$ cat src/include/interlock_cfg.svh
// Constants for the dual-channel torque-off interlock: offsets, fields, resets, timing.
// Assumes inclusion by bare name from the package and the design files.
`ifndef INTERLOCK_CFG_SVH
`define INTERLOCK_CFG_SVH

// Register byte offsets on the AHB-Lite slave.
`define ADDR_CONTROL 4'h0
`define ADDR_STATUS 4'h4
`define ADDR_IRQ_STATUS 4'h8
`define ADDR_IRQ_MASK 4'hC

// Control register fields.
`define CTRL_ENABLE_BIT 0
`define CTRL_RESET 1'h0

// Status register fields.
`define STAT_PERMIT_BIT 0
`define STAT_ALARM_BIT 1
`define STAT_PASSED_BIT 2
`define STAT_FAILED_BIT 3
`define STAT_JUMPER_BIT 4
`define STAT_INPUT_A_BIT 5
`define STAT_INPUT_B_BIT 6

// Interrupt status and mask fields.
`define IRQ_MISMATCH_BIT 0
`define IRQ_TEST_FAIL_BIT 1
`define IRQ_TORQUE_OFF_BIT 2
`define IRQ_WIDTH 3
`define IRQ_MASK_RESET 3'h0

// Synchroniser lanes: input A, input B, bypass jumper, self-test echo.
`define SYNC_WIDTH 4
`define LANE_A 0
`define LANE_B 1
`define LANE_JUMPER 2
`define LANE_ECHO 3

// Power stage gate drive count.
`define GATE_WIDTH 6

// Self-test settle time per phase.
`define CLK_MHZ 100
`define TEST_SETTLE_NS 1000
`define TEST_SETTLE_CYCLES ((`TEST_SETTLE_NS * `CLK_MHZ + 999) / 1000)

`endif

$ cat src/include/interlock_pkg.sv
// Types for the dual-channel torque-off interlock.
// Assumes interlock_cfg.svh sits on the include path.
`include "interlock_cfg.svh"

package interlock_pkg;

    typedef enum logic [2:0] {
        SELF_TEST_HIGH,
        SELF_TEST_LOW,
        WAIT_INPUTS,
        RUN,
        TEST_FAILED
    } interlock_state_t;

    typedef logic [`GATE_WIDTH-1:0] gate_t;
    typedef logic [`IRQ_WIDTH-1:0] irq_t;

    typedef struct packed {
        interlock_state_t fsm;
        logic [7:0] count;
        logic testDrive;
        logic testPassed;
        logic bothPrev;
        logic alarm;
        logic permitPrev;
        gate_t gate;
        logic ctrlEnable;
        irq_t irqStatus;
        irq_t irqMask;
        logic dataPhaseWrite;
        logic [3:0] dataPhaseAddr;
        logic [31:0] readData;
    } interlock_regs_t;

endpackage

$ cat src/rtl/input_synchronizer.sv
// Two-flop synchroniser for the asynchronous interlock inputs.
// Assumes one clock; the first stage feeds only the second.
`timescale 1ns/1ps
`include "interlock_cfg.svh"

module input_synchronizer (
    // Clock and reset
    input wire logic clk,
    input wire logic reset_n,
    // Lanes
    input wire logic [`SYNC_WIDTH-1:0] rawIn,
    output logic [`SYNC_WIDTH-1:0] syncOut
);

    logic [`SYNC_WIDTH-1:0] stageOne;

    // One pair of flops per lane; reset to low so an input reads inactive.
    genvar lane;
    generate
        for (lane = 0; lane < `SYNC_WIDTH; lane = lane + 1) begin : g_lane
            always_ff @(posedge clk or negedge reset_n) begin
                if (!reset_n) begin
                    stageOne[lane] <= 1'b0;
                    syncOut[lane] <= 1'b0;
                end else begin
                    stageOne[lane] <= rawIn[lane];
                    syncOut[lane] <= stageOne[lane];
                end
            end
        end
    endgenerate

endmodule

$ cat src/rtl/dual_channel_torque_off_interlock.sv
// Dual-channel torque-off interlock with self-test, alarm and AHB-Lite registers.
// Assumes the safety inputs, jumper and echo are asynchronous levels, and that
// the AHB-Lite master issues single word transfers to this one slave.
//
// Functional notes
// - Power stage enabled only with both inputs high.
// - One input high: outputs off, mismatch alarm.
// - Self-test at power-up and both-inputs rise.
// - Energize only after self-test passed.
// - Any interlock failure cuts the power stage.
// - Inputs act on gates and alarm only unbypassed and enabled.
// - Torque removal floats motor, all drives off.
//
// The address map and the AHB-Lite slave port are this design's own decisions.
`timescale 1ns/1ps
`include "interlock_cfg.svh"

module dual_channel_torque_off_interlock
    import interlock_pkg::*;
(
    // Clock and reset
    input wire logic clk,
    input wire logic reset_n,
    // Safety inputs and bypass jumper
    input wire logic safetyInputA,
    input wire logic safetyInputB,
    input wire logic bypassJumperFitted,
    // Interlock path self-test
    output logic testStimulus,
    input wire logic testEcho,
    // Power stage
    input wire interlock_pkg::gate_t gateCommand,
    output interlock_pkg::gate_t gateDrive,
    output logic safeTorqueRemoval,
    output logic safetyChannelMismatchAlarm,
    // AHB-Lite slave
    input wire logic hsel,
    input wire logic [31:0] haddr,
    input wire logic [1:0] htrans,
    input wire logic hwrite,
    input wire logic [2:0] hsize,
    input wire logic [31:0] hwdata,
    input wire logic hready,
    output logic hreadyout,
    output logic hresp,
    output logic [31:0] hrdata,
    // Interrupt
    output logic irq
);

    import interlock_pkg::*;

    // ------------------------------------------------------------------
    // Input synchronisation
    // ------------------------------------------------------------------

    logic [`SYNC_WIDTH-1:0] syncIn;

    // Every asynchronous level is brought onto clk before it is judged.
    input_synchronizer u_sync (
        .clk(clk),
        .reset_n(reset_n),
        .rawIn({testEcho, bypassJumperFitted, safetyInputB, safetyInputA}),
        .syncOut(syncIn)
    );

    logic inA;
    logic inB;
    logic jumper;
    logic echo;

    // Named views of the synchronised lanes.
    assign inA = syncIn[`LANE_A];
    assign inB = syncIn[`LANE_B];
    assign jumper = syncIn[`LANE_JUMPER];
    assign echo = syncIn[`LANE_ECHO];

    // ------------------------------------------------------------------
    // Interlock decisions
    // ------------------------------------------------------------------

    interlock_regs_t cur;
    interlock_regs_t next_cur;

    logic effective;
    logic bothHigh;
    logic bothRise;
    logic permit;
    logic settled;

    // The inputs steer only the test sequence until the jumper is out and software enables.
    assign effective = cur.ctrlEnable & ~jumper;
    assign bothHigh = inA & inB;
    assign bothRise = bothHigh & ~cur.bothPrev;
    assign settled = (cur.count == 8'(`TEST_SETTLE_CYCLES - 1));

    // When effective, permission needs a passed test and both inputs high at once; otherwise it is always given.
    assign permit = effective ? ((cur.fsm == RUN) & bothHigh) : 1'b1;

    // ------------------------------------------------------------------
    // Bus decode
    // ------------------------------------------------------------------

    logic accept;
    logic mapped;
    logic readIrq;
    logic [31:0] statusWord;

    // A transfer is taken in its address phase; the slave never stalls.
    assign accept = hsel & htrans[1] & hready;
    assign mapped = (haddr[31:4] == 28'h0000000) & (haddr[1:0] == 2'h0);
    assign readIrq = accept & ~hwrite & mapped & (haddr[3:0] == `ADDR_IRQ_STATUS);

    // Live status word, built from the block's own state.
    always_comb begin
        statusWord = 32'h00000000;
        statusWord[`STAT_PERMIT_BIT] = permit;
        statusWord[`STAT_ALARM_BIT] = cur.alarm;
        statusWord[`STAT_PASSED_BIT] = cur.testPassed;
        statusWord[`STAT_FAILED_BIT] = (cur.fsm == TEST_FAILED);
        statusWord[`STAT_JUMPER_BIT] = jumper;
        statusWord[`STAT_INPUT_A_BIT] = inA;
        statusWord[`STAT_INPUT_B_BIT] = inB;
    end

    // ------------------------------------------------------------------
    // Next state
    // ------------------------------------------------------------------

    irq_t events;

    // One process computes the whole next state of the block.
    always_comb begin
        next_cur = cur;
        events = '0;
        next_cur.bothPrev = bothHigh;
        next_cur.permitPrev = permit;

        // Alarm follows a disagreement and clears once both agree again.
        next_cur.alarm = effective & (inA ^ inB);

        // Outputs are forced off rather than braked, so the motor floats.
        next_cur.gate = permit ? gateCommand : '0;

        // Self-test sequence: drive the path high, then low, checking the echo.
        case (cur.fsm)
            SELF_TEST_HIGH: begin
                next_cur.testDrive = 1'b1;
                next_cur.count = cur.count + 8'h01;
                if (settled) begin
                    next_cur.count = 8'h00;
                    next_cur.fsm = echo ? SELF_TEST_LOW : TEST_FAILED;
                end
            end
            SELF_TEST_LOW: begin
                next_cur.testDrive = 1'b0;
                next_cur.count = cur.count + 8'h01;
                if (settled) begin
                    next_cur.count = 8'h00;
                    next_cur.testPassed = ~echo;
                    if (echo) begin
                        next_cur.fsm = TEST_FAILED;
                    end else begin
                        next_cur.fsm = bothHigh ? RUN : WAIT_INPUTS;
                    end
                end
            end
            WAIT_INPUTS: begin
                next_cur.testDrive = 1'b0;
                if (bothHigh && cur.testPassed) begin
                    next_cur.fsm = RUN;
                end
            end
            RUN: begin
                next_cur.testDrive = 1'b0;
                if (!bothHigh) begin
                    next_cur.fsm = WAIT_INPUTS;
                end
            end
            TEST_FAILED: begin
                next_cur.testDrive = 1'b0;
                next_cur.testPassed = 1'b0;
            end
            default: begin
                next_cur.fsm = TEST_FAILED;
                next_cur.testDrive = 1'b0;
            end
        endcase

        // A fresh rise of both inputs always restarts the test.
        if (bothRise) begin
            next_cur.fsm = SELF_TEST_HIGH;
            next_cur.count = 8'h00;
            next_cur.testPassed = 1'b0;
            next_cur.testDrive = 1'b1;
        end

        // Sticky events; a read clears, but a same-cycle event still lands.
        events[`IRQ_MISMATCH_BIT] = next_cur.alarm & ~cur.alarm;
        events[`IRQ_TEST_FAIL_BIT] = (next_cur.fsm == TEST_FAILED) &
            (cur.fsm != TEST_FAILED);
        events[`IRQ_TORQUE_OFF_BIT] = cur.permitPrev & ~permit;
        next_cur.irqStatus = (readIrq ? '0 : cur.irqStatus) | events;

        // Write data phase lands on the address kept from the address phase.
        next_cur.dataPhaseWrite = accept & hwrite & mapped;
        next_cur.dataPhaseAddr = haddr[3:0];
        if (cur.dataPhaseWrite) begin
            case (cur.dataPhaseAddr)
                `ADDR_CONTROL: next_cur.ctrlEnable = hwdata[`CTRL_ENABLE_BIT];
                `ADDR_IRQ_MASK: next_cur.irqMask = hwdata[`IRQ_WIDTH-1:0];
                default: begin
                end
            endcase
        end

        // Read data is latched at the address phase to stand in the data phase.
        if (accept && !hwrite) begin
            next_cur.readData = 32'h00000000;
            if (mapped) begin
                case (haddr[3:0])
                    `ADDR_CONTROL: next_cur.readData[`CTRL_ENABLE_BIT] = cur.ctrlEnable;
                    `ADDR_STATUS: next_cur.readData = statusWord;
                    `ADDR_IRQ_STATUS: next_cur.readData[`IRQ_WIDTH-1:0] = cur.irqStatus;
                    `ADDR_IRQ_MASK: next_cur.readData[`IRQ_WIDTH-1:0] = cur.irqMask;
                    default: next_cur.readData = 32'h00000000;
                endcase
            end
        end
    end

    // ------------------------------------------------------------------
    // State register
    // ------------------------------------------------------------------

    // Reset starts the power-up self-test with the stage off.
    always_ff @(posedge clk or negedge reset_n) begin
        if (!reset_n) begin
            cur.fsm <= SELF_TEST_HIGH;
            cur.count <= 8'h00;
            cur.testDrive <= 1'b0;
            cur.testPassed <= 1'b0;
            cur.bothPrev <= 1'b0;
            cur.alarm <= 1'b0;
            cur.permitPrev <= 1'b0;
            cur.gate <= '0;
            cur.ctrlEnable <= `CTRL_RESET;
            cur.irqStatus <= '0;
            cur.irqMask <= `IRQ_MASK_RESET;
            cur.dataPhaseWrite <= 1'b0;
            cur.dataPhaseAddr <= 4'h0;
            cur.readData <= 32'h00000000;
        end else begin
            cur <= next_cur;
        end
    end

    // ------------------------------------------------------------------
    // Outputs
    // ------------------------------------------------------------------

    // Zero-wait slave with OKAY only; unmapped reads return zero.
    assign hreadyout = 1'b1;
    assign hresp = 1'b0;
    assign hrdata = cur.readData;
    assign gateDrive = cur.gate;
    assign testStimulus = cur.testDrive;
    assign safetyChannelMismatchAlarm = cur.alarm;
    assign safeTorqueRemoval = (cur.gate == '0) & effective;
    assign irq = |(cur.irqStatus & cur.irqMask);
endmodule

$ cat config.mk
export PLATFORM = sky130hd
export DESIGN_NAME = dual_channel_torque_off_interlock
export DESIGN_NICKNAME = d
export VERILOG_FILES = /design/src/include/interlock_pkg.sv /design/src/rtl/input_synchronizer.sv /design/src/rtl/dual_channel_torque_off_interlock.sv
export VERILOG_INCLUDE_DIRS = /design/src /design/src/include
export SDC_FILE = /design/constraint.sdc
export NUM_CORES = 1
export LEC_CHECK = 0
export ABC_CLOCK_PERIOD_IN_PS = 5000
export BUFFER_PORTS_ARGS = -buffer_cell sky130_fd_sc_hd__buf_2
export CORE_MARGIN = 1
export CORE_UTILIZATION = 31
export CTS_BUF_LIST = sky130_fd_sc_hd__clkbuf_2 sky130_fd_sc_hd__clkbuf_4 sky130_fd_sc_hd__clkbuf_8
export DETAILED_ROUTE_END_ITERATION = 7
export PLACE_DENSITY = 0.61
export SYNTH_ARGS = -nofsm -noshare
export SYNTH_HDL_FRONTEND = slang
export SYNTH_HIERARCHICAL = 1
export SYNTH_SLANG_ARGS = --single-unit
$ cat constraint.sdc
create_clock -name clk -period 5 [get_ports clk]
set_clock_uncertainty 0.2 [all_clocks]
set_input_delay 0.5 -clock clk [delete_from_list [all_inputs] [get_ports clk]]
set_output_delay 0.5 -clock clk [all_outputs]
set_load 0.01 [all_outputs]
==> impl_metrics.tcl, run 1 <==
set metrics [dict create \
    drive_gt1_share_pct 31.3 \
    reg2reg_slack_ns 3.02 \
    grt_pass1_wl_um 7690 \
    synthMuxAreaShare_pct 3.59 \
    netlist_instances 237 \
    synth_top_family_by_area "simple AND/OR/NAND/NOR gates" \
    tns_ns 0 \
    synth_adder_area_share_pct 1.01 \
    clk_latency_ns 0.30 \
    cts_setup_buffers 0 \
    hold_violations 0 \
    syn_area_per_cell_sq_um 10.4 \
    setup_viol_count_final 0 \
    setup_slack_ns 2.97 \
    cts_tree "yes" \
    antenna_found_initial 0 \
    grt_overflow 0 \
    die-area_sq_um 8350 \
    gp_congestion 0.766 \
    via_per_inst 4.48 \
    placed_area_sq_um 2710 \
    end_kind "output pin" \
    die-width_um 91.4 \
    synthSimpleGateAreaFrac_pct 19.1 \
    ys_seq_area_share_pct 49.5 \
    wl_um 4580 \
    critical_path_class "flop to output pin" \
    die_h_um 91.4 \
    met1_usage_pct 14.0 \
    slew_viol_final 0 \
    finalInstanceArea_sq_um 2800 \
    rows 32 \
    synth_largest_area_cell "dfrtp_1" \
    rsz0062_at_grt "false" \
    cp_max_fo 2 \
    core-area_sq_um 7730 \
    final_nets 376 \
    relSlewSlack_pct 59.0 \
    synth_top_area_share_pct 49.5 \
    peakVddDrop_mv 0.120 \
    synthTopCellsByCount "dfrtp_1 (49), buf_4 (40), nand2_1 (20), nand3_1 (11), o21ai_0 (9)" \
    tightestPinTransition_ns 0.615 \
    synth_most_common_cell "dfrtp_1" \
    cp-start-kind "flop" \
    clkTransAtPathRegs_ns 0.08 \
    ctsResizeCount 0 \
    synth-edff-count 0 \
    cts-root-buf "clkbuf_8" \
    yosys_register_bits 49 \
    port_buffers 67 \
    syn_to_final_growth_pct 12.9 \
    globalRouteMet2Util_pct 20.3 \
    p_per_area_nw_per_um2 284 \
    cts.sinks 49 \
    hold-worst-slack_ns 0.0969 \
    antennaDiodeCount 0 \
    synth_flop_cell "dfrtp_1" \
    ant_nets 0 \
    synth_area_leaders "dfrtp_1 (50%), buf_4 (12%), mux2_2 (3.2%)" \
    drt_iter0_drc 76 \
    cts_hold_buf 0 \
    grt_max_degree 50 \
    synth_compound_area_share_pct 11.8 \
    grt_use_total_pct 11.5 \
    grt_pass1_vias 1691 \
    p_total_w 0.000795 \
    maxCapViolCount 0 \
    async_flop_share_pct 100 \
    synth.distinct_cells 45 \
    top_usage_layer "met2" \
    status "finished clean" \
    syn_area_sq_um 2480 \
    start_util_pct 32.0 \
    globalRouteMet3Util_pct 3.02 \
    drtPass1Iterations 4 \
    cts_buffer_depth 2 \
    vias 1762 \
    hold_path.class "primary input to asynchronous set/reset pin" \
    htreeDepth 2 \
    clock.fmax_mhz 493 \
    p_leak_nw 1.35 \
    worstPathRequired_ns 4.30 \
    drc 0 \
    synthXorXnorAreaFrac_pct 0.354 \
    dpl.hpwl_um 3520 \
    placement.setup.worst_slack_ns 2.79 \
    fin_crit_ns 2.03 \
    yosysWarnings 6 \
    pin_count 128 \
    fin_crit_sh_pct 40.5 \
    crit_arrival_ns 1.33 \
    cts-buffers-inserted 5 \
    wl_per_cell_um 11.7 \
]
-- layout by cell type (no fill, tap or decap), drive strengths merged, types with 2 or more instances in the layout --
cell and n:
nand2b 3, nor3 7, nand2 20, a21oi 5, mux2 7, and3 3, nor2 8, a31oi 5
nand4 3, clkinvlp 2, inv 5, a41oi 4, ha 2, nor4 9, nand3 11, dfrtp 49
or2 2, o21ai 9, buf 68, o31ai 4, conb 27, clkbuf 6, nor2b 5, and2 7
a22o 4
-- final cells by class --
class / count / area, sq um
Sequential cell: 49 / 1230
Tap cell: 102 / 128
Clock buffer: 6 / 76.3
Inverter: 5 / 18.8
Timing Repair Buffer: 68 / 343
Fill cell: 786 / 4930
Clock inverter: 2 / 15.0
Multi-Input combinational cell: 161 / 990
-- power by group --
part	internal, W	switching [W]
Sequential	0.000423	0.0000347
Clock	0.000104	0.000127
Combinational	0.0000451	0.0000607
-- per-layer routing --
metal	up-vias	part of all wire, %
met5	-	0
met4	0	0.46
met3	2	5.6
met2	57	50
met1	820	44
li1	883	-
-- logic make-up after synthesis --
family	count (synthesis)
xor gates and xnor gates	1
AOI/OAI and AO/OA	40
adders and majority gates	2
and+or+nand+nor	83
muxes	8
buffers and inverters	52
DFF	49
other	2
-- worst max-delay path, cell delays in order (launching register included) --
cell and delay (ns):
dfrtp_1 0.38, nor4_1 0.33, and3_1 0.20, buf_2 0.12
-- through the flow --
step	std cells	util [%]
floorplan	262	-
global placement	385	35.0
detailed placement	385	35.0
CTS	393	36.2
global route	393	36.2
finish	393	36.2
-- flip-flops by register name (all words and copies together) (netlist names) --
name and count:
u_sync/syncOut 4, testStimulus 1, cur 26, u_sync/stageOne 4, hrdata 7, gateDrive 6
safetyChannelMismatchAlarm 1
-- path summary, 6_finish.rpt --
path	start	to	cells past startpoint
max in group asynchronous	reset_n	u_sync/stageOne[1]$_DFF_PN0_	2
max reg2reg	cur[55]$_DFFE_PN0P_	cur[63]$_DFF_PN0_	5
min in group clk	testEcho	u_sync/stageOne[3]$_DFF_PN0_	1
max	gateDrive[0]$_DFF_PN0_	safeTorqueRemoval	3
min	reset_n	u_sync/stageOne[3]$_DFF_PN0_	2
min reg2reg	u_sync/stageOne[0]$_DFF_PN0_	u_sync/syncOut[0]$_DFF_PN0_	0
Note: power is estimated with default switching activity, not from simulation.
==> run 2: changes to the inputs <==
ABC_AREA = 1   (was default)
ABC_CLOCK_PERIOD_IN_PS = 1800   (was 5000)
PLACE_DENSITY = 0.63   (was 0.61)
clock period = 1.8 ns   (was 5 ns; I/O delays follow)
==> run 2 against run 1 <==
  * Total power rose to 2.9 times the previous value
  * Critical path type is now primary input to flop
  * Hold slack better by 0.011 ns
  * Clock power rose to 2.8 times the previous value
  * Cell area up 15%
  * Sequential power rose to 2.7 times the previous value
  * Wire length up 9.3%
  * Area after synthesis up 5.5%
  * Critical path depth up 7
  * Register-to-register slack worse by 2.8 ns
  * Critical endpoint is now cur[42]$_DFF_PN0_
  * Core utilization up 3.0 points
==> impl_metrics.tcl, run 2 <==
set metrics [dict create \
    wl_per_cell_um 9.92 \
    top_layer "met4" \
    dpl.hpwl_um 3920 \
    layout_commonest_cell "nand2_1" \
    pin_count 128 \
    tightestPinTransition_ns 0.528 \
    yosys_register_bits 49 \
    grt_pass1_vias 2099 \
    cts-buffers-inserted 5 \
    grt_pass1_wl_um 8820 \
    syn_area_sq_um 2610 \
    crit_path_max_incr_delay_ns 0.53 \
    rsz0062_at_grt "false" \
    cp_max_fo 6 \
    final_nets 486 \
    drt_iter0_drc 61 \
    synth_most_common_cell "nand2_1" \
    async_flop_share_pct 100 \
    drtPass1Iterations 5 \
    drive_gt1_share_pct 27.0 \
    antennaDiodeCount 0 \
    tns_ns 0 \
    cts_tree "yes" \
    ys_seq_area_share_pct 47.0 \
    cts_buffer_depth 2 \
    slew_viol_final 0 \
    synth_flop_cell "dfrtp_1" \
    fillers 842 \
    largest_reg_flops 26 \
    gp_congestion 0.870 \
    p_per_area_nw_per_um2 727 \
    peakVddDrop_mv 0.394 \
    grt_max_degree 29 \
    start_util_pct 31.9 \
    die_h_um 93.8 \
    top_register "cur" \
    grt_overflow 0 \
    hold-worst-slack_ns 0.108 \
    drc 0 \
    p_leak_nw 1.74 \
    synthTopCellsByCount "nand2_1 (71), dfrtp_1 (49), nor2_1 (42), buf_4 (41), inv_1 (30)" \
    core-area_sq_um 8180 \
    cp_num_buf_inv 3 \
    clk_latency_ns 0.30 \
    rows 33 \
    crit_arrival_ns 1.67 \
    synth_largest_area_cell "dfrtp_1" \
    syn_to_final_growth_pct 22.8 \
    via_per_inst 4.20 \
    fin_crit_sh_pct 93.5 \
    synth_top_area_share_pct 47.0 \
    relSlewSlack_pct 64.8 \
    clkTransAtPathRegs_ns 0.08 \
    maxCapViolCount 0 \
    synth.distinct_cells 26 \
    yosysWarnings 6 \
    fin_crit_ns 1.68 \
    grt_use_total_pct 12.7 \
    synth_area_leaders "dfrtp_1 (47%), buf_4 (12%), nand2_1 (10%)" \
    hold_violations 0 \
    netlist_instances 317 \
    syn_area_per_cell_sq_um 8.24 \
    wl_met1_um 2150 \
    setup_slack_ns 0.116 \
    vias 2122 \
    htreeDepth 2 \
    ant_nets 0 \
    synth-edff-count 0 \
    crit_path_top_delay_cell "dlygate4sd3_1" \
    critical_path_class "primary input to flop" \
    worstPathRequired_ns 1.79 \
    placement.setup.worst_slack_ns 0.189 \
    cp_cell_sequence "dlygate4sd3_1 > buf_2 > nor2_4 > inv_2 > nor2_4 > nand2_4 > nor2_8 > nand3_2 > nand2_1 > nand2_1" \
    status "finished clean" \
    setup_viol_count_final 0 \
    utilization_pct 39.2 \
    wl_um 5010 \
    die-width_um 93.8 \
    met2_length_um 2450 \
    hold_path.class "primary input to flop" \
    cp_top_family "buffers and inverters" \
    end_kind "flop" \
    port_buffers 67 \
    dr_wl_met3_um 308 \
    cts-root-buf "clkbuf_8" \
    clock.fmax_mhz 594 \
    final_cell_mix "nand2_1 (71), buf_2 (67), dfrtp_1 (49)" \
    antenna_found_initial 0 \
    die-area_sq_um 8790 \
    cts.sinks 49 \
    multiInputGateArea_sq_um 1030 \
    seqCellArea_sq_um 1230 \
    cp-start-kind "primary input" \
]
run 2: what timing repair did:
| action | 4_1_cts | 5_1_grt |
|---|---|---|
| endpoints found under the setup margin | 0 | 6 |
| buffers inserted | 0 | 0 |
| endpoints found under the hold margin | 40 | 0 |
| hold buffers | 19 | 0 |
| gates resized for setup | 0 | 1 |
run 2: cell families (layout without fill, tap and decap cells):
family          after synthesis  after routing  share of synthesized area [%]
compound gates               23             23                           5.03
mux                           2              2                          0.862
other cells                   2             27                          0.288
flops                        49             49                           47.0
simple gates                160            160                           28.7
fa+ha+maj                     2              2                          0.958
buf+inv                      79            137                           17.2
run 2: area by class of cell:
type                            instances  share of cell area (%)
Tap cell                              105                    4.10
Timing Repair Buffer                   92                    18.2
Clock buffer                            7                    2.81
Multi-Input combinational cell        214                    32.2
Inverter                               38                    4.45
Sequential cell                        49                    38.2
run 2: where the power goes:
| group | internal [W] | total (W) | switching, W |
|---|---|---|---|
| Combinational | 0.000185 | 0.000438 | 0.000253 |
| Clock | 0.000320 | 0.000654 | 0.000334 |
| Sequential | 0.00118 | 0.00124 | 0.0000638 |
run 2: final timing paths:
path | from | to | slack, ns | cells past startpoint
min in group asynchronous | reset_n | cur[58]$_DFFE_PN0P_ | 0.19 | 2
hold reg to reg | u_sync/stageOne[2]$_DFF_PN0_ | u_sync/syncOut[2]$_DFF_PN0_ | 0.16 | 0
setup / recovery | haddr[1] | cur[42]$_DFF_PN0_ | 0.12 | 10
max in group asynchronous | reset_n | cur[42]$_DFF_PN0_ | 0.69 | 3
setup reg to reg | u_sync/syncOut[0]$_DFF_PN0_ | cur[42]$_DFF_PN0_ | 0.19 | 7
hold / removal | htrans[1] | cur[36]$_DFF_PN0_ | 0.11 | 3
run 2: tightest hold or removal path, delay by kind of cell:
kind / cells / cell delay (ns)
AND/OR/NAND/NOR: 2 / 0.30
buffers and inverters: 1 / 0.09
run 2: per-stage QoR:
stage | std cells | area (sq um) | power, W
global route | 505 | 3210 | 0.00250
finish | 505 | 3210 | 0.00233
floorplan | 342 | 2710 | 0.00156
global placement | 479 | 2920 | 0.00166
detailed placement | 479 | 2920 | 0.00167
CTS | 505 | 3200 | 0.00237
run 2: per-layer routing:
metal  track usage (%)  up-vias
met5                 0        -
met4              4.49        0
met3              2.83        7
met2              23.8       74
met1              13.8      944
li1                  -     1097
